## config.mk

```make
export PLATFORM = sky130hd
export DESIGN_NAME = svid_register_bank
export DESIGN_NICKNAME = d
export VERILOG_FILES = /design/src/hdl/svid_register_bank.v
export VERILOG_INCLUDE_DIRS = /design/src /design/src/hdl
export SDC_FILE = /design/constraint.sdc
export NUM_CORES = 1
export LEC_CHECK = 0
export ABC_AREA = 0
export BUFFER_PORTS_ARGS = -buffer_cell sky130_fd_sc_hd__buf_2
export CAP_MARGIN = 10
export CORE_MARGIN = 2
export CORE_UTILIZATION = 60
export CTS_CLUSTER_SIZE = 30
export DETAILED_ROUTE_END_ITERATION = 8
export PLACE_DENSITY = 0.78
export SETUP_SLACK_MARGIN = 0.1
export SLEW_MARGIN = 10
export SYNTH_ARGS = -nofsm -noshare
export SYNTH_HDL_FRONTEND = slang
export SYNTH_SLANG_ARGS = --single-unit
```

## constraint.sdc

```tcl
create_clock -name I_MCLK -period 5.83 [get_ports I_MCLK]
set_input_delay 0.583 -clock I_MCLK [delete_from_list [all_inputs] [get_ports I_MCLK]]
set_output_delay 0.583 -clock I_MCLK [all_outputs]
set_load 0.02 [all_outputs]
```

## src/hdl/svid_bank_consts.vh

```
// Constants for the serial VID register bank: register indices, reset values,
// frame layout, command and acknowledge codes, ramp timing.
// Assumes inclusion by the bank module and the self-checking bench.
`ifndef SVID_BANK_CONSTS_VH
`define SVID_BANK_CONSTS_VH

`define REG_STATUS_TWO          8'h11
`define REG_STATUS_TWO_SNAPSHOT 8'h1c
`define REG_MAX_CURRENT_LIMIT   8'h21
`define REG_MAX_TEMP_LIMIT      8'h22
`define REG_FAST_SLEW_RATE      8'h24
`define REG_SLOW_SLEW_RATE      8'h25
`define REG_STARTUP_VOLTAGE     8'h26
`define REG_MAX_OUTPUT_CODE     8'h30
`define REG_PROGRAMMED_CODE     8'h31
`define REG_POWER_STATE         8'h32
`define REG_MARGIN_STEPS        8'h33

`define RST_SNAPSHOT            8'h00
`define RST_MAX_CURRENT         8'h00
`define RST_MAX_TEMP            8'h64
`define RST_FAST_SLEW           8'h0a
`define RST_SLOW_SLEW           8'h02
`define RST_STARTUP_VOLTAGE     8'h00
`define RST_MAX_OUTPUT_CODE     8'hb5
`define RST_PROGRAMMED_CODE     8'h00
`define RST_POWER_STATE         8'h00
`define RST_MARGIN_STEPS        8'h00

`define CMD_SETVID_FAST         5'h01
`define CMD_SETVID_SLOW         5'h02
`define CMD_SET_POWER_STATE     5'h04
`define CMD_GET_REG             5'h07
`define CMD_SET_REG_ADDR        5'h08
`define CMD_SET_REG_DATA        5'h09

`define ACK_OK                  2'b10
`define ACK_NOT_SUPPORTED       2'b01

`define FRAME_START             3'b010
`define FRAME_END               3'b011
`define FRAME_BODY_BITS         5'd21

`define STRAP_SETTLE_CYCLES     4'h8
`define RAMP_FAST_CYCLES        16
`define SLOW_RAMP_RATIO         5

`endif

```

## src/hdl/svid_register_bank.v

```verilog
// Serial VID register bank: upper register set of a regulator controller,
// reached by the bus master over a clocked serial data line.
// Assumes bus clock and data arrive asynchronously; status and temperature
// inputs come from logic on I_MCLK.
`timescale 1ns/1ps
`include "svid_bank_consts.vh"

module svid_register_bank #(
   parameter [3:0] DEVICE_ADDR       = 4'h0,
   parameter [7:0] BOOT_CODE         = `RST_STARTUP_VOLTAGE,
   parameter       RAMP_FAST_CYCLES  = `RAMP_FAST_CYCLES,
   parameter       SLOW_RAMP_RATIO   = `SLOW_RAMP_RATIO
) (
   input  wire       I_MCLK,
   input  wire       I_NRST,
   input  wire       I_SVID_CLK,
   input  wire       I_SVID_DATA,
   input  wire [7:0] I_MAX_CURRENT_STRAP_PIN,
   input  wire [7:0] I_STATUS_TWO,
   input  wire [7:0] I_PLATFORM_TEMP,
   output reg        O_SVID_DATA,
   output reg        O_SVID_DATA_OE,
   output reg        O_REGULATOR_HOT_FLAG,
   output reg  [7:0] O_OUTPUT_CODE,
   output reg  [7:0] O_POWER_STATE
);

   localparam [2:0] ST_IDLE = 3'd0;
   localparam [2:0] ST_RX   = 3'd1;
   localparam [2:0] ST_TA   = 3'd2;
   localparam [2:0] ST_TX   = 3'd3;
   localparam       RAMP_SLOW_CYCLES = RAMP_FAST_CYCLES * SLOW_RAMP_RATIO;

   ////////////////////////////////////////////////////////////////////////////
   // Pin synchronisers and edge detection
   reg  [2:0]  clk_sync;
   reg  [1:0]  data_sync;
   reg  [7:0]  strap_meta;
   reg  [7:0]  strap_sync;
   wire        rise = clk_sync[1] & ~clk_sync[2];
   wire        fall = ~clk_sync[1] & clk_sync[2];
   wire        din  = data_sync[1];

   always @(posedge I_MCLK or negedge I_NRST) begin
      if (!I_NRST) begin
         clk_sync   <= 3'h0;
         data_sync  <= 2'h3;
         strap_meta <= 8'h00;
         strap_sync <= 8'h00;
      end else begin
         clk_sync   <= {clk_sync[1:0], I_SVID_CLK};
         data_sync  <= {data_sync[0], I_SVID_DATA};
         strap_meta <= I_MAX_CURRENT_STRAP_PIN;
         strap_sync <= strap_meta;
      end
   end

   ////////////////////////////////////////////////////////////////////////////
   // Registers
   reg  [7:0]  status_two_snapshot;
   reg  [7:0]  max_current_limit;
   reg  [7:0]  max_temperature_limit;
   reg  [7:0]  max_output_code;
   reg  [7:0]  programmed_voltage_code;
   reg  [7:0]  voltage_margin_steps;
   reg  [7:0]  reg_addr;
   reg  [3:0]  settle_cnt;
   reg         strap_taken;
   reg         boot_hold;
   reg         slow_mode;

   wire [7:0]  fast_slew_rate  = `RST_FAST_SLEW;
   wire [7:0]  slow_slew_rate  = `RST_SLOW_SLEW;
   wire [7:0]  startup_voltage = BOOT_CODE;

   // Read mux; read-only registers are constants or hardware-owned
   reg  [7:0]  read_data;
   reg         read_ok;
   reg  [7:0]  read_index;
   always @* begin
      read_ok   = 1'b1;
      case (read_index)
         `REG_STATUS_TWO:          read_data = I_STATUS_TWO;
         `REG_STATUS_TWO_SNAPSHOT: read_data = status_two_snapshot;
         `REG_MAX_CURRENT_LIMIT:   read_data = max_current_limit;
         `REG_MAX_TEMP_LIMIT:      read_data = max_temperature_limit;
         `REG_FAST_SLEW_RATE:      read_data = fast_slew_rate;
         `REG_SLOW_SLEW_RATE:      read_data = slow_slew_rate;
         `REG_STARTUP_VOLTAGE:     read_data = startup_voltage;
         `REG_MAX_OUTPUT_CODE:     read_data = max_output_code;
         `REG_PROGRAMMED_CODE:     read_data = programmed_voltage_code;
         `REG_POWER_STATE:         read_data = O_POWER_STATE;
         `REG_MARGIN_STEPS:        read_data = voltage_margin_steps;
         default: begin
            read_data = 8'h00;
            read_ok   = 1'b0;
         end
      endcase
   end

   ////////////////////////////////////////////////////////////////////////////
   // Frame receiver and command execution
   reg  [2:0]  state;
   reg  [2:0]  hunt;
   reg  [20:0] rx;
   reg  [4:0]  rx_cnt;
   reg  [10:0] tx;
   reg  [3:0]  tx_left;

   wire [20:0] body    = {rx[19:0], din};
   wire [3:0]  f_addr  = body[20:17];
   wire [4:0]  f_cmd   = body[16:12];
   wire [7:0]  f_pay   = body[11:4];
   wire        f_par   = body[3];
   wire        f_good  = (body[2:0] == `FRAME_END) && (^body[20:4] == f_par)
                         && (f_addr == DEVICE_ADDR);

   always @* begin
      read_index = (f_cmd == `CMD_GET_REG) ? f_pay : reg_addr;
   end

   always @(posedge I_MCLK or negedge I_NRST) begin
      if (!I_NRST) begin
         state                   <= ST_IDLE;
         hunt                    <= 3'h7;
         rx                      <= 21'h0;
         rx_cnt                  <= 5'h0;
         tx                      <= 11'h0;
         tx_left                 <= 4'h0;
         O_SVID_DATA             <= 1'b1;
         O_SVID_DATA_OE          <= 1'b0;
         status_two_snapshot     <= `RST_SNAPSHOT;
         max_current_limit       <= `RST_MAX_CURRENT;
         max_temperature_limit   <= `RST_MAX_TEMP;
         max_output_code         <= `RST_MAX_OUTPUT_CODE;
         programmed_voltage_code <= `RST_PROGRAMMED_CODE;
         O_POWER_STATE           <= `RST_POWER_STATE;
         voltage_margin_steps    <= `RST_MARGIN_STEPS;
         reg_addr                <= 8'h00;
         settle_cnt              <= 4'h0;
         strap_taken             <= 1'b0;
         boot_hold               <= 1'b1;
         slow_mode               <= 1'b0;
      end else begin
         // Strap sampled once after it has settled, then frozen
         if (!strap_taken) begin
            if (settle_cnt == `STRAP_SETTLE_CYCLES) begin
               max_current_limit <= strap_sync;
               strap_taken       <= 1'b1;
            end else begin
               settle_cnt <= settle_cnt + 4'h1;
            end
         end

         case (state)
            ST_IDLE: begin
               if (rise) begin
                  if ({hunt[1:0], din} == `FRAME_START) begin
                     state  <= ST_RX;
                     rx_cnt <= 5'h0;
                     hunt   <= 3'h7;
                  end else begin
                     hunt <= {hunt[1:0], din};
                  end
               end
            end
            ST_RX: begin
               if (rise) begin
                  rx     <= body;
                  rx_cnt <= rx_cnt + 5'h1;
                  if (rx_cnt == `FRAME_BODY_BITS - 5'd1) begin
                     // Bad parity, framing or other address: stay silent
                     state   <= f_good ? ST_TA : ST_IDLE;
                     tx_left <= 4'd2;
                     tx      <= {`ACK_OK, 9'h0};
                     case (f_cmd)
                        `CMD_SETVID_FAST, `CMD_SETVID_SLOW: begin
                           if (f_pay > max_output_code) begin
                              tx <= {`ACK_NOT_SUPPORTED, 9'h0};
                           end else if (f_good) begin
                              programmed_voltage_code <= f_pay;
                              slow_mode <= (f_cmd == `CMD_SETVID_SLOW);
                              boot_hold <= 1'b0;
                           end
                        end
                        `CMD_SET_POWER_STATE: begin
                           if (f_good) begin
                              O_POWER_STATE <= f_pay;
                           end
                        end
                        `CMD_GET_REG: begin
                           tx_left <= 4'd11;
                           tx <= {(read_ok ? `ACK_OK : `ACK_NOT_SUPPORTED),
                                  read_data, ^read_data};
                           if (f_good && f_pay == `REG_STATUS_TWO) begin
                              status_two_snapshot <= I_STATUS_TWO;
                           end
                        end
                        `CMD_SET_REG_ADDR: begin
                           if (f_good) begin
                              reg_addr <= f_pay;
                           end
                        end
                        `CMD_SET_REG_DATA: begin
                           // Read-only and unmapped targets keep their value
                           if (!f_good) begin
                              tx <= {`ACK_OK, 9'h0};
                           end else if (reg_addr == `REG_MAX_TEMP_LIMIT) begin
                              max_temperature_limit <= f_pay;
                           end else if (reg_addr == `REG_MAX_OUTPUT_CODE) begin
                              max_output_code <= f_pay;
                           end else if (reg_addr == `REG_PROGRAMMED_CODE) begin
                              programmed_voltage_code <= f_pay;
                              boot_hold <= 1'b0;
                           end else if (reg_addr == `REG_POWER_STATE) begin
                              O_POWER_STATE <= f_pay;
                           end else if (reg_addr == `REG_MARGIN_STEPS) begin
                              voltage_margin_steps <= f_pay;
                           end else begin
                              tx <= {`ACK_NOT_SUPPORTED, 9'h0};
                           end
                        end
                        default: tx <= {`ACK_NOT_SUPPORTED, 9'h0};
                     endcase
                  end
               end
            end
            ST_TA: begin
               // One falling edge of turnaround before the device drives
               if (fall) begin
                  state <= ST_TX;
               end
            end
            ST_TX: begin
               if (fall) begin
                  if (tx_left == 4'h0) begin
                     O_SVID_DATA_OE <= 1'b0;
                     O_SVID_DATA    <= 1'b1;
                     state          <= ST_IDLE;
                  end else begin
                     O_SVID_DATA_OE <= 1'b1;
                     O_SVID_DATA    <= tx[10];
                     tx             <= {tx[9:0], 1'b0};
                     tx_left        <= tx_left - 4'h1;
                  end
               end
            end
            default: state <= ST_IDLE;
         endcase
      end
   end

   ////////////////////////////////////////////////////////////////////////////
   // Output target, ramp and hot flag
   // Margin is applied on top of the programmed code and clamped so that a
   // negative margin at code 00h cannot wrap to the top of the range.
   wire [9:0]  margined = {2'b00, programmed_voltage_code}
                          + {{2{voltage_margin_steps[7]}}, voltage_margin_steps};
   wire [7:0]  clamped  = margined[9] ? 8'h00 : (margined[8] ? 8'hff : margined[7:0]);
   wire [7:0]  target   = boot_hold ? startup_voltage : clamped;
   reg  [15:0] ramp_cnt;
   wire [15:0] ramp_len = slow_mode ? RAMP_SLOW_CYCLES[15:0] : RAMP_FAST_CYCLES[15:0];

   always @(posedge I_MCLK or negedge I_NRST) begin
      if (!I_NRST) begin
         ramp_cnt             <= 16'h0000;
         O_OUTPUT_CODE        <= 8'h00;
         O_REGULATOR_HOT_FLAG <= 1'b0;
      end else begin
         O_REGULATOR_HOT_FLAG <= (I_PLATFORM_TEMP >= max_temperature_limit);
         if (ramp_cnt >= ramp_len - 16'h0001) begin
            ramp_cnt <= 16'h0000;
            // One VID step per tick; fast or slow pace follows the last accepted SetVID fast or slow command
            if (O_OUTPUT_CODE < target) begin
               O_OUTPUT_CODE <= O_OUTPUT_CODE + 8'h01;
            end else if (O_OUTPUT_CODE > target) begin
               O_OUTPUT_CODE <= O_OUTPUT_CODE - 8'h01;
            end
         end else begin
            ramp_cnt <= ramp_cnt + 16'h0001;
         end
      end
   end

endmodule // svid_register_bank

```

==> results.sh, run 1 <==
export IMPL_syn_area_um2=8670
export IMPL_synth_most_common_cell="dfrtp_1"
export IMPL_synth_edf_count=0
export IMPL_die_area_um2=15400
export IMPL_grt_pass1_vias=6575
export IMPL_cts_hold_buffers_added=0
export IMPL_synthTopCellsByCount="149 x dfrtp_1, 85 x nand2_1, 58 x ha_1"
export IMPL_max_freq_mhz=185
export IMPL_area_sequential_um2=4100
export IMPL_r2r_cells=27
export IMPL_root_buffer="clkbuf_16"
export IMPL_drv_slew=0
export IMPL_cts_htree_levels=4
export IMPL_post_synth_num_cell_types=71
export IMPL_insertion_delay_ns=0.44
export IMPL_p_leak_nw=4.38
export IMPL_fp_dieH_um=124
export IMPL_grt_ovfl_total=0
export IMPL_yosysSeqAreaShare_pct=47.3
export IMPL_antenna_found_initial=0
export IMPL_whs_endpoint="data_sync[0]$_DFF_PN1_"
export IMPL_ys_async_sr_fraction_pct=100
export IMPL_die_w_um=124
export IMPL_endpoint_kind="flip-flop"
export IMPL_synth_top_area_share_pct=43.0
export IMPL_synth_seq_cells=163
export IMPL_reg2reg_slack_ns=0.41
export IMPL_syn2layout_area_growth_pct=11.6
export IMPL_path_class="flip-flop to flip-flop"
export IMPL_synth_top_cells_by_area="dfrtp_1 43%, ha_1 8.4%, mux2_2 7.1%"
export IMPL_synth_top_flop_cell="dfrtp_1"
export IMPL_setup_ws_ns=0.415
export IMPL_grt_pass1_wl_um=33000
export IMPL_vdd_drop_max_uv=238
export IMPL_vias=6493
export IMPL_cts_buffers=17
export IMPL_fin_setup_tns_ns=0
export IMPL_finalClockSkew_ns=0.00702
export IMPL_viasPerCell=6.11
export IMPL_yosysTopAreaCell="dfrtp_1"
export IMPL_period_minus_slack_ns=5.42
export IMPL_worstMarginPinSlew_ns=0.978
export IMPL_post_route_period_util_pct=92.9
export IMPL_synth_cells=817
export IMPL_worst_hold_path_num_cells=1
export IMPL_setup_viol=0
export IMPL_gp_congestion=0.920
export IMPL_r2r_start="programmed_voltage_code[0]$_DFFE_PN0P_"
export IMPL_ys_warn_count=0
export IMPL_slew_headroom_pct=34.8
export IMPL_io_buffers=46
export IMPL_core_area_um2=14000
export IMPL_rows=43
export IMPL_grt_max_degree=110
export IMPL_wl_um=20200
export IMPL_clockBufferDepth=2
export IMPL_drt_first_pass_iters=5
export IMPL_dpl_hpwl_um=14500
export IMPL_start_kind="flip-flop"
export IMPL_fill_cells=1050
export IMPL_cts_tree="built"
export IMPL_num_nets_final=957
export IMPL_post_drt_wl_per_cell_um=19.0
export IMPL_place_ws_ns=0.131
export IMPL_crit_required_ns=6.15
export IMPL_ant_nets=0
export IMPL_drive_above_1_share_pct=20.3
export IMPL_path_max_fanout=8
export IMPL_min_path_type="input port to flip-flop"
export IMPL_initial_core_util_pct=62.0
export IMPL_finalHoldViolations=0
export IMPL_rsz0062_at_grt="no"
export IMPL_power_density_nw_per_um2=270
export IMPL_multi_input_area_um2=4310
export IMPL_detail_route_iter0_violations=562
export IMPL_clk_pin_slew_ns=0.07
export IMPL_cp_arrival_ns=5.74
export IMPL_status="finished, final reports clean"
export IMPL_diodes=0
export IMPL_postSynthAreaPerCell_um2=10.6
export IMPL_io_pins=47
export IMPL_drc=0
export IMPL_hp_start="I_SVID_DATA"
export IMPL_track_usage_pct=28.2
export IMPL_drv_cap=0
export IMPL_cts_num_sinks=163
export IMPL_rr_endpoint="O_OUTPUT_CODE[7]$_DFFE_PN0P_"
sequential cells by signal, indices dropped and copies added, names as in the netlist, 3 cells and up:
register / count
max_current_limit: 8
rx: 20
ramp_cnt: 16
tx_left: 4
rx_cnt: 5
max_temperature_limit: 8
tx: 11
O_OUTPUT_CODE: 8
programmed_voltage_code: 8
settle_cnt: 4
strap_meta: 8
reg_addr: 8
clk_sync: 3
O_POWER_STATE: 8
status_two_snapshot: 8
strap_sync: 8
max_output_code: 8
voltage_margin_steps: 8
routing by layer:
metal / track usage, % / wire length, um
met5: 0 / 0
met4: 9.48 / 340
met3: 5.82 / 1090
met2: 47.4 / 10200
met1: 36.6 / 8590
repair_timing:
item                                    4_1_cts  5_1_grt
endpoints found under the setup margin        1        1
pin swaps                                     0        2
gates resized for setup                       1        3
buffers inserted                              0        1
cloned                                        0        0
layout make-up:
cell class	instances	share of cell area [%]
well taps	180	2.33
multi-input cells	585	44.5
repair buffers	52	2.91
clock inverters	14	1.49
flip-flops and latches	163	42.4
clock buffers	18	4.44
inverters	50	1.94
worst max path at each step:
stage | slack [ns] | end | cells past startpoint | start
after CTS | 0.15 | O_OUTPUT_CODE[7]$_DFFE_PN0P_ | 28 | programmed_voltage_code[0]$_DFFE_PN0P_
after global placement | 0.50 | O_OUTPUT_CODE[7]$_DFFE_PN0P_ | 27 | programmed_voltage_code[0]$_DFFE_PN0P_
after floorplan | 0.48 | O_OUTPUT_CODE[7]$_DFFE_PN0P_ | 27 | programmed_voltage_code[0]$_DFFE_PN0P_
after detailed placement | 0.13 | O_OUTPUT_CODE[7]$_DFFE_PN0P_ | 28 | programmed_voltage_code[0]$_DFFE_PN0P_
final | 0.41 | O_OUTPUT_CODE[7]$_DFFE_PN0P_ | 27 | programmed_voltage_code[0]$_DFFE_PN0P_
after global routing | 0.12 | O_OUTPUT_CODE[7]$_DFFE_PN0P_ | 28 | programmed_voltage_code[0]$_DFFE_PN0P_
kinds of logic (layout without fill, tap and decap cells):
family,after synthesis,in the layout,synth area share [%]
other,1,8,0.0433
muxes,58,58,7.51
DFF,163,163,47.3
AOI/OAI and AO/OA,169,169,13.5
xor gates and xnor gates,47,47,5.00
buffers and inverters,76,134,3.59
and+or+nand+nor,243,243,14.3
adders and majority gates,60,60,8.84
cell usage in the layout (no fill, tap or decap), types with 17 or more instances in the layout:
| master | n |
|---|---|
| xnor2_1 | 31 |
| nor2_1 | 54 |
| nand2_1 | 85 |
| o21ai_0 | 52 |
| dfrtp_1 | 149 |
| a21oi_1 | 29 |
| ha_1 | 58 |
| buf_2 | 45 |
| inv_1 | 50 |
| clkbuf_16 | 17 |
| mux2_2 | 55 |
power by group:
part | leakage, nW | switching [W] | internal (W)
logic | 2.04 | 0.000143 | 0.000104
clock network | 0.281 | 0.000489 | 0.000602
registers | 2.06 | 0.0000654 | 0.00121
worst max-delay path, stage by stage (launching register included):
cell and delay [ns]:
dfrtp_1 0.40, ha_1 0.24, fa_1 0.41, a21o_1 0.18, a21oi_2 0.18, o21bai_1 0.09
a21o_1 0.21, a21oi_1 0.16, o21bai_1 0.12, xor2_2 0.29, nor2_1 0.08, or3_1 0.31
ha_1 0.30, a21o_1 0.17, a21o_1 0.18, a21oi_1 0.14, o21ai_0 0.10, buf_4 0.18
ha_1 0.28, a21o_1 0.18, a21oi_2 0.18, o21bai_1 0.10, a21oi_2 0.16, o21bai_1 0.08
a21oi_1 0.19, xnor2_1 0.15, nand2_1 0.09, xnor2_1 0.14
stage by stage:
step	utilization (%)	hold WS, ns	instance area, um^2	power [W]	cells
2_1_floorplan	-	0.287	8690	0.00145	824
3_3_place_gp	64.8	0.333	9070	0.00152	1029
3_5_place_dp	64.8	0.335	9070	0.00154	1029
4_1_cts	69.0	0.240	9650	0.00263	1061
5_1_grt	69.1	0.229	9670	0.00272	1062
6_report	69.1	0.243	9670	0.00261	1062
(Power assumes the default switching activity.)
==> run 2, diff against run 1 <==
--- a/config.mk
+++ b/config.mk
@@ -10,10 +10,9 @@
 export BUFFER_PORTS_ARGS = -buffer_cell sky130_fd_sc_hd__buf_2
 export CAP_MARGIN = 10
 export CORE_MARGIN = 2
-export CORE_UTILIZATION = 60
+export CORE_UTILIZATION = 45
 export CTS_CLUSTER_SIZE = 30
 export DETAILED_ROUTE_END_ITERATION = 8
-export PLACE_DENSITY = 0.78
 export SETUP_SLACK_MARGIN = 0.1
 export SLEW_MARGIN = 10
 export SYNTH_ARGS = -nofsm -noshare
==> results.sh, run 2 (synthesis gave the netlist of run 1 again) <==
export IMPL_cp_arrival_ns=5.60
export IMPL_path_max_fanout=8
export IMPL_io_pins=47
export IMPL_status="finished, final reports clean"
export IMPL_die_area_um2=20400
export IMPL_power_density_nw_per_um2=266
export IMPL_viasPerCell=5.39
export IMPL_drv_cap=0
export IMPL_area_sequential_um2=4100
export IMPL_post_route_period_util_pct=90.6
export IMPL_initial_core_util_pct=46.0
export IMPL_grt_pass1_wl_um=31900
export IMPL_fp_dieH_um=143
export IMPL_vdd_drop_max_uv=215
export IMPL_max_freq_mhz=189
export IMPL_met1_length_um=9390
export IMPL_ant_nets=0
export IMPL_wl_um=19000
export IMPL_dpl_hpwl_um=13500
export IMPL_cts_hold_buffers_added=0
export IMPL_gp_congestion=0.861
export IMPL_root_buffer="clkbuf_16"
export IMPL_cts_tree="built"
export IMPL_final_cell_count_no_fill=1141
export IMPL_grt_pass1_vias=5950
export IMPL_regMostFlops="rx"
export IMPL_fill_cells=1722
export IMPL_fin_setup_tns_ns=0
export IMPL_place_ws_ns=0.273
export IMPL_drc=0
export IMPL_diodes=0
export IMPL_period_minus_slack_ns=5.28
export IMPL_drv_slew=0
export IMPL_dp_cells=1108
export IMPL_path_class="flip-flop to flip-flop"
export IMPL_clk_pin_slew_ns=0.07
export IMPL_worstSetupStartpoint="voltage_margin_steps[0]$_DFFE_PN0P_"
export IMPL_critPathMaxStageDelay_ns=0.41
export IMPL_drt_first_pass_iters=5
export IMPL_core_area_um2=18800
export IMPL_insertion_delay_ns=0.43
export IMPL_min_path_type="input port to async pin"
export IMPL_die_w_um=143
export IMPL_slowest_stage="dfrtp_1"
export IMPL_rows=50
export IMPL_grt_ovfl_total=0
export IMPL_slew_headroom_pct=36.8
export IMPL_track_usage_pct=20.2
export IMPL_r2r_start="voltage_margin_steps[0]$_DFFE_PN0P_"
export IMPL_endpoint_kind="flip-flop"
export IMPL_cts_htree_levels=4
export IMPL_largestRegisters="rx: 20 flops, ramp_cnt: 16 flops, tx: 11 flops"
export IMPL_io_buffers=46
export IMPL_start_kind="flip-flop"
export IMPL_p_leak_nw=4.37
export IMPL_cts_buffers=17
export IMPL_crit_required_ns=6.15
export IMPL_worstMarginPinSlew_ns=0.947
export IMPL_dr_wl_met2_um=8480
export IMPL_num_nets_final=956
export IMPL_finalHoldViolations=0
export IMPL_cts_num_sinks=163
export IMPL_rsz0062_at_grt="no"
export IMPL_finalClockSkew_ns=0.0102
export IMPL_setup_viol=0
export IMPL_final_cell_mix="149 x dfrtp_1, 85 x nand2_1, 58 x ha_1"
export IMPL_post_drt_wl_per_cell_um=16.7
export IMPL_clockBufferDepth=2
export IMPL_drive_above_1_share_pct=20.0
export IMPL_highest_layer="met4"
export IMPL_setup_ws_ns=0.547
export IMPL_largest_reg_flops=20
export IMPL_utilization_pct=51.7
export IMPL_syn2layout_area_growth_pct=12.4
export IMPL_antenna_found_initial=0
export IMPL_crit_top_cell="a21oi_1"
export IMPL_vias=6151
export IMPL_detail_route_iter0_violations=507
export IMPL_grt_max_degree=103
export IMPL_dr_wl_met3_um=935
export IMPL_multi_input_area_um2=4300
export IMPL_final_common_cell="dfrtp_1"
## run 2: cell count changes in the layout (fill, tap and decap cells not counted), moves of 2 or more
cell	previous run	this run
a21oi_1	29	32
a21oi_2	3	0
inv_6	6	4
inv_8	2	5
## run 2: timing repair
action,CTS,global route
resized for setup,0,2
endpoints found under the setup margin,0,3
setup buffers,0,1
## run 2: where the power goes
part / leakage, nW / internal (W) / switching [W] / total, W
registers: 2.06 / 0.00121 / 0.0000631 / 0.00127
logic: 2.03 / 0.000103 / 0.000139 / 0.000242
clock network: 0.274 / 0.000566 / 0.000513 / 0.00108
## run 2: worst max-delay path: cells and delay by family (launching register included)
kind | cells | cell delay (ns)
compound gates | 15 | 2.35
fa+ha+maj | 4 | 1.21
simple gates | 5 | 0.63
flops | 1 | 0.41
xor+xnor | 3 | 0.40
buf+inv | 1 | 0.16
## run 2: final timing paths
check / endpoint / slack (ns) / cells after the start
max: O_OUTPUT_CODE[7]$_DFFE_PN0P_ / 0.55 / 28
min: O_OUTPUT_CODE[5]$_DFFE_PN0P_ / 0.24 / 1
max reg2reg: O_OUTPUT_CODE[7]$_DFFE_PN0P_ / 0.55 / 28
min reg2reg: clk_sync[1]$_DFF_PN0_ / 0.35 / 0
max in group asynchronous: rx[15]$_DFFE_PN0P_ / 4.28 / 2
min in group I_MCLK: data_sync[0]$_DFF_PN1_ / 0.25 / 1
## run 2: per-stage QoR
| stage | total power (W) | instance area, um^2 | hold WS, ns |
|---|---|---|---|
| floorplan | 0.00145 | 8690 | 0.287 |
| global placement | 0.00153 | 9160 | 0.333 |
| detailed placement | 0.00154 | 9160 | 0.335 |
| CTS | 0.00262 | 9730 | 0.231 |
| global route | 0.00272 | 9740 | 0.232 |
| finish | 0.00259 | 9740 | 0.245 |
## run 2: per-layer routing
metal | up-vias | track usage (%)
li1 | 3006 | -
met1 | 2984 | 29.6
met2 | 145 | 30.8
met3 | 16 | 3.55
met4 | 0 | 6.10
met5 | - | 0
## run 2: layout make-up
class | instances | share of cell area, %
sequential | 163 | 42.0
clock inverter | 15 | 1.41
inverter | 50 | 1.93
tap | 260 | 3.34
clock buffer | 17 | 4.37
multi-input combinational | 585 | 44.1
timing repair buffer | 51 | 2.81
==> run 3, diff against run 2 <==
--- a/config.mk
+++ b/config.mk
@@ -10,10 +10,10 @@
 export BUFFER_PORTS_ARGS = -buffer_cell sky130_fd_sc_hd__buf_2
 export CAP_MARGIN = 10
 export CORE_MARGIN = 2
-export CORE_UTILIZATION = 45
+export CORE_UTILIZATION = 50
 export CTS_CLUSTER_SIZE = 30
 export DETAILED_ROUTE_END_ITERATION = 8
-export SETUP_SLACK_MARGIN = 0.1
+export PLACE_DENSITY = 0.67
 export SLEW_MARGIN = 10
 export SYNTH_ARGS = -nofsm -noshare
 export SYNTH_HDL_FRONTEND = slang
==> results.sh, run 3 (synthesis gave the netlist of run 1 again) <==
export IMPL_status="finished, final reports clean"
export IMPL_utilization_pct=56.8
export IMPL_p_total_w=0.00266
export IMPL_slowest_stage="fa_1"
export IMPL_finalClockSkew_ns=0.00994
export IMPL_drive_above_1_share_pct=19.5
export IMPL_post_route_period_util_pct=92.5
export IMPL_fin_setup_tns_ns=0
export IMPL_critPathBufInv=0
export IMPL_cts_setup_buffers=0
export IMPL_slew_headroom_pct=33.7
export IMPL_num_nets_final=955
export IMPL_drt_first_pass_iters=6
export IMPL_drv_slew=0
export IMPL_endpoint_kind="flip-flop"
export IMPL_finalHoldViolations=0
export IMPL_die_area_um2=18400
export IMPL_whs_endpoint="strap_meta[5]$_DFF_PN0_"
export IMPL_path_class="flip-flop to flip-flop"
export IMPL_antenna_found_initial=0
export IMPL_core_area_um2=17100
export IMPL_grt_max_degree=104
export IMPL_path_max_fanout=8
export IMPL_rows=48
export IMPL_viasPerCell=5.69
export IMPL_gp_congestion=0.904
export IMPL_root_buffer="clkbuf_16"
export IMPL_dp_cells=1073
export IMPL_p_seq_share_pct=48.0
export IMPL_largestRegisters="rx: 20 flops, ramp_cnt: 16 flops, tx: 11 flops"
export IMPL_cts_htree_levels=4
export IMPL_reg2reg_slack_ns=0.44
export IMPL_io_buffers=46
export IMPL_clkPwrFrac_pct=42.9
export IMPL_path_delay_family="compound AO/OA/AOI/OAI gates"
export IMPL_rr_endpoint="O_OUTPUT_CODE[7]$_DFFE_PN0P_"
export IMPL_internal_power_w=0.00199
export IMPL_cts_num_sinks=163
export IMPL_detail_route_iter0_violations=383
export IMPL_setup_ws_ns=0.437
export IMPL_p_leak_nw=4.37
export IMPL_track_usage_pct=22.4
export IMPL_grt_pass1_vias=6192
export IMPL_netSwitchingPower_w=0.000668
export IMPL_regMostFlops="rx"
export IMPL_clk_pin_slew_ns=0.07
export IMPL_cts_resized_gates=0
export IMPL_drv_cap=0
export IMPL_crit_top_cell="a21oi_1"
export IMPL_io_pins=47
export IMPL_dpl_hpwl_um=13800
export IMPL_worstMarginPinSlew_ns=0.989
export IMPL_largest_reg_flops=20
export IMPL_post_drt_wl_per_cell_um=17.5
export IMPL_vdd_drop_max_uv=205
export IMPL_r2r_cells=27
export IMPL_cp_arrival_ns=5.71
export IMPL_cts_tree="built"
export IMPL_worst_hold_path_num_cells=1
export IMPL_final_cell_count_no_fill=1105
export IMPL_final_cell_mix="149 x dfrtp_1, 85 x nand2_1, 58 x ha_1"
export IMPL_diodes=0
export IMPL_final_common_cell="dfrtp_1"
export IMPL_max_freq_mhz=185
export IMPL_grt_pass1_wl_um=32000
export IMPL_die_w_um=136
export IMPL_wl_um=19400
export IMPL_place_ws_ns=0.361
export IMPL_cts_hold_buffers_added=0
export IMPL_drc=0
export IMPL_start_kind="flip-flop"
export IMPL_grt_ovfl_total=0
export IMPL_fp_dieH_um=136
export IMPL_crit_required_ns=6.15
export IMPL_cts_buffers=17
export IMPL_syn2layout_area_growth_pct=12.2
export IMPL_rsz0062_at_grt="no"
export IMPL_critPathMaxStageDelay_ns=0.41
export IMPL_period_minus_slack_ns=5.39
export IMPL_comb_power_share_pct=9.1
export IMPL_setup_viol=0
export IMPL_sw_frac_of_total_pct=25.1
export IMPL_vias=6282
export IMPL_power_density_nw_per_um2=273
export IMPL_hp_start="I_MAX_CURRENT_STRAP_PIN[5]"
export IMPL_initial_core_util_pct=50.6
export IMPL_min_path_type="input port to flip-flop"
export IMPL_clockBufferDepth=2
export IMPL_insertion_delay_ns=0.43
export IMPL_ant_nets=0
export IMPL_r2r_start="programmed_voltage_code[0]$_DFFE_PN0P_"
run 3: cell type report:
type / instances / area (um^2)
Tap cell: 225 / 282
Clock inverter: 12 / 158
Multi-Input combinational cell: 585 / 4300
Timing Repair Buffer: 50 / 267
Inverter: 50 / 188
Sequential cell: 163 / 4100
Fill cell: 1509 / 7390
Clock buffer: 20 / 437
run 3: per-layer routing:
layer	track usage, %	share of wire (%)	vias to the layer above	wire length [um]
li1	-	-	2993	-
met1	31.3	46	3054	8990
met2	34.3	46	195	8860
met3	4.08	5.0	40	973
met4	9.61	2.8	0	533
met5	0	0	-	0
run 3: worst reg2reg max path: stages (launching register included):
cell and delay (ns):
dfrtp_1 0.40, ha_1 0.23, fa_1 0.41, a21o_1 0.18, a21oi_1 0.22, o21bai_1 0.09, a21o_1 0.20, a21oi_1 0.14
o21bai_1 0.11, xor2_2 0.31, nor2_1 0.07, or3_1 0.32, ha_1 0.30, nor2b_1 0.12, o21ai_0 0.07, nand2b_1 0.08
a21oi_1 0.06, o21ai_0 0.35, ha_1 0.31, a21o_1 0.15, a21oi_1 0.22, o21bai_1 0.09, a21oi_1 0.24, o21bai_1 0.10
a21oi_1 0.17, xnor2_1 0.13, nand2_1 0.08, xnor2_1 0.14
run 3: how the worst max path moves through the flow:
stage                                                 from                      endpoint  slack, ns  cells after the start
detailed placement  programmed_voltage_code[0]$_DFFE_PN0P_  O_OUTPUT_CODE[7]$_DFFE_PN0P_       0.36                     26
global placement    programmed_voltage_code[0]$_DFFE_PN0P_  O_OUTPUT_CODE[7]$_DFFE_PN0P_       0.47                     26
floorplan           programmed_voltage_code[0]$_DFFE_PN0P_  O_OUTPUT_CODE[7]$_DFFE_PN0P_       0.48                     27
CTS                 programmed_voltage_code[0]$_DFFE_PN0P_  O_OUTPUT_CODE[7]$_DFFE_PN0P_       0.32                     26
finish              programmed_voltage_code[0]$_DFFE_PN0P_  O_OUTPUT_CODE[7]$_DFFE_PN0P_       0.44                     27
global route        programmed_voltage_code[0]$_DFFE_PN0P_  O_OUTPUT_CODE[7]$_DFFE_PN0P_       0.01                     27
run 3: per-stage QoR:
step / hold slack (ns) / instance area, um^2
floorplan: 0.287 / 8690
global placement: 0.333 / 9120
detailed placement: 0.336 / 9120
CTS: 0.239 / 9710
global route: 0.241 / 9720
finish: 0.254 / 9720
run 3: power groups by stage:
| stage | registers [W] | logic [W] | clock network, W |
|---|---|---|---|
| 6_report | 0.00128 | 0.000242 | 0.00114 |
| 5_1_grt | 0.00128 | 0.000278 | 0.00121 |
| 4_1_cts | 0.00127 | 0.000246 | 0.00116 |
| 3_5_place_dp | 0.00129 | 0.000245 | 0 |
| 3_3_place_gp | 0.00129 | 0.000240 | 0 |
| 2_1_floorplan | 0.00127 | 0.000176 | 0 |
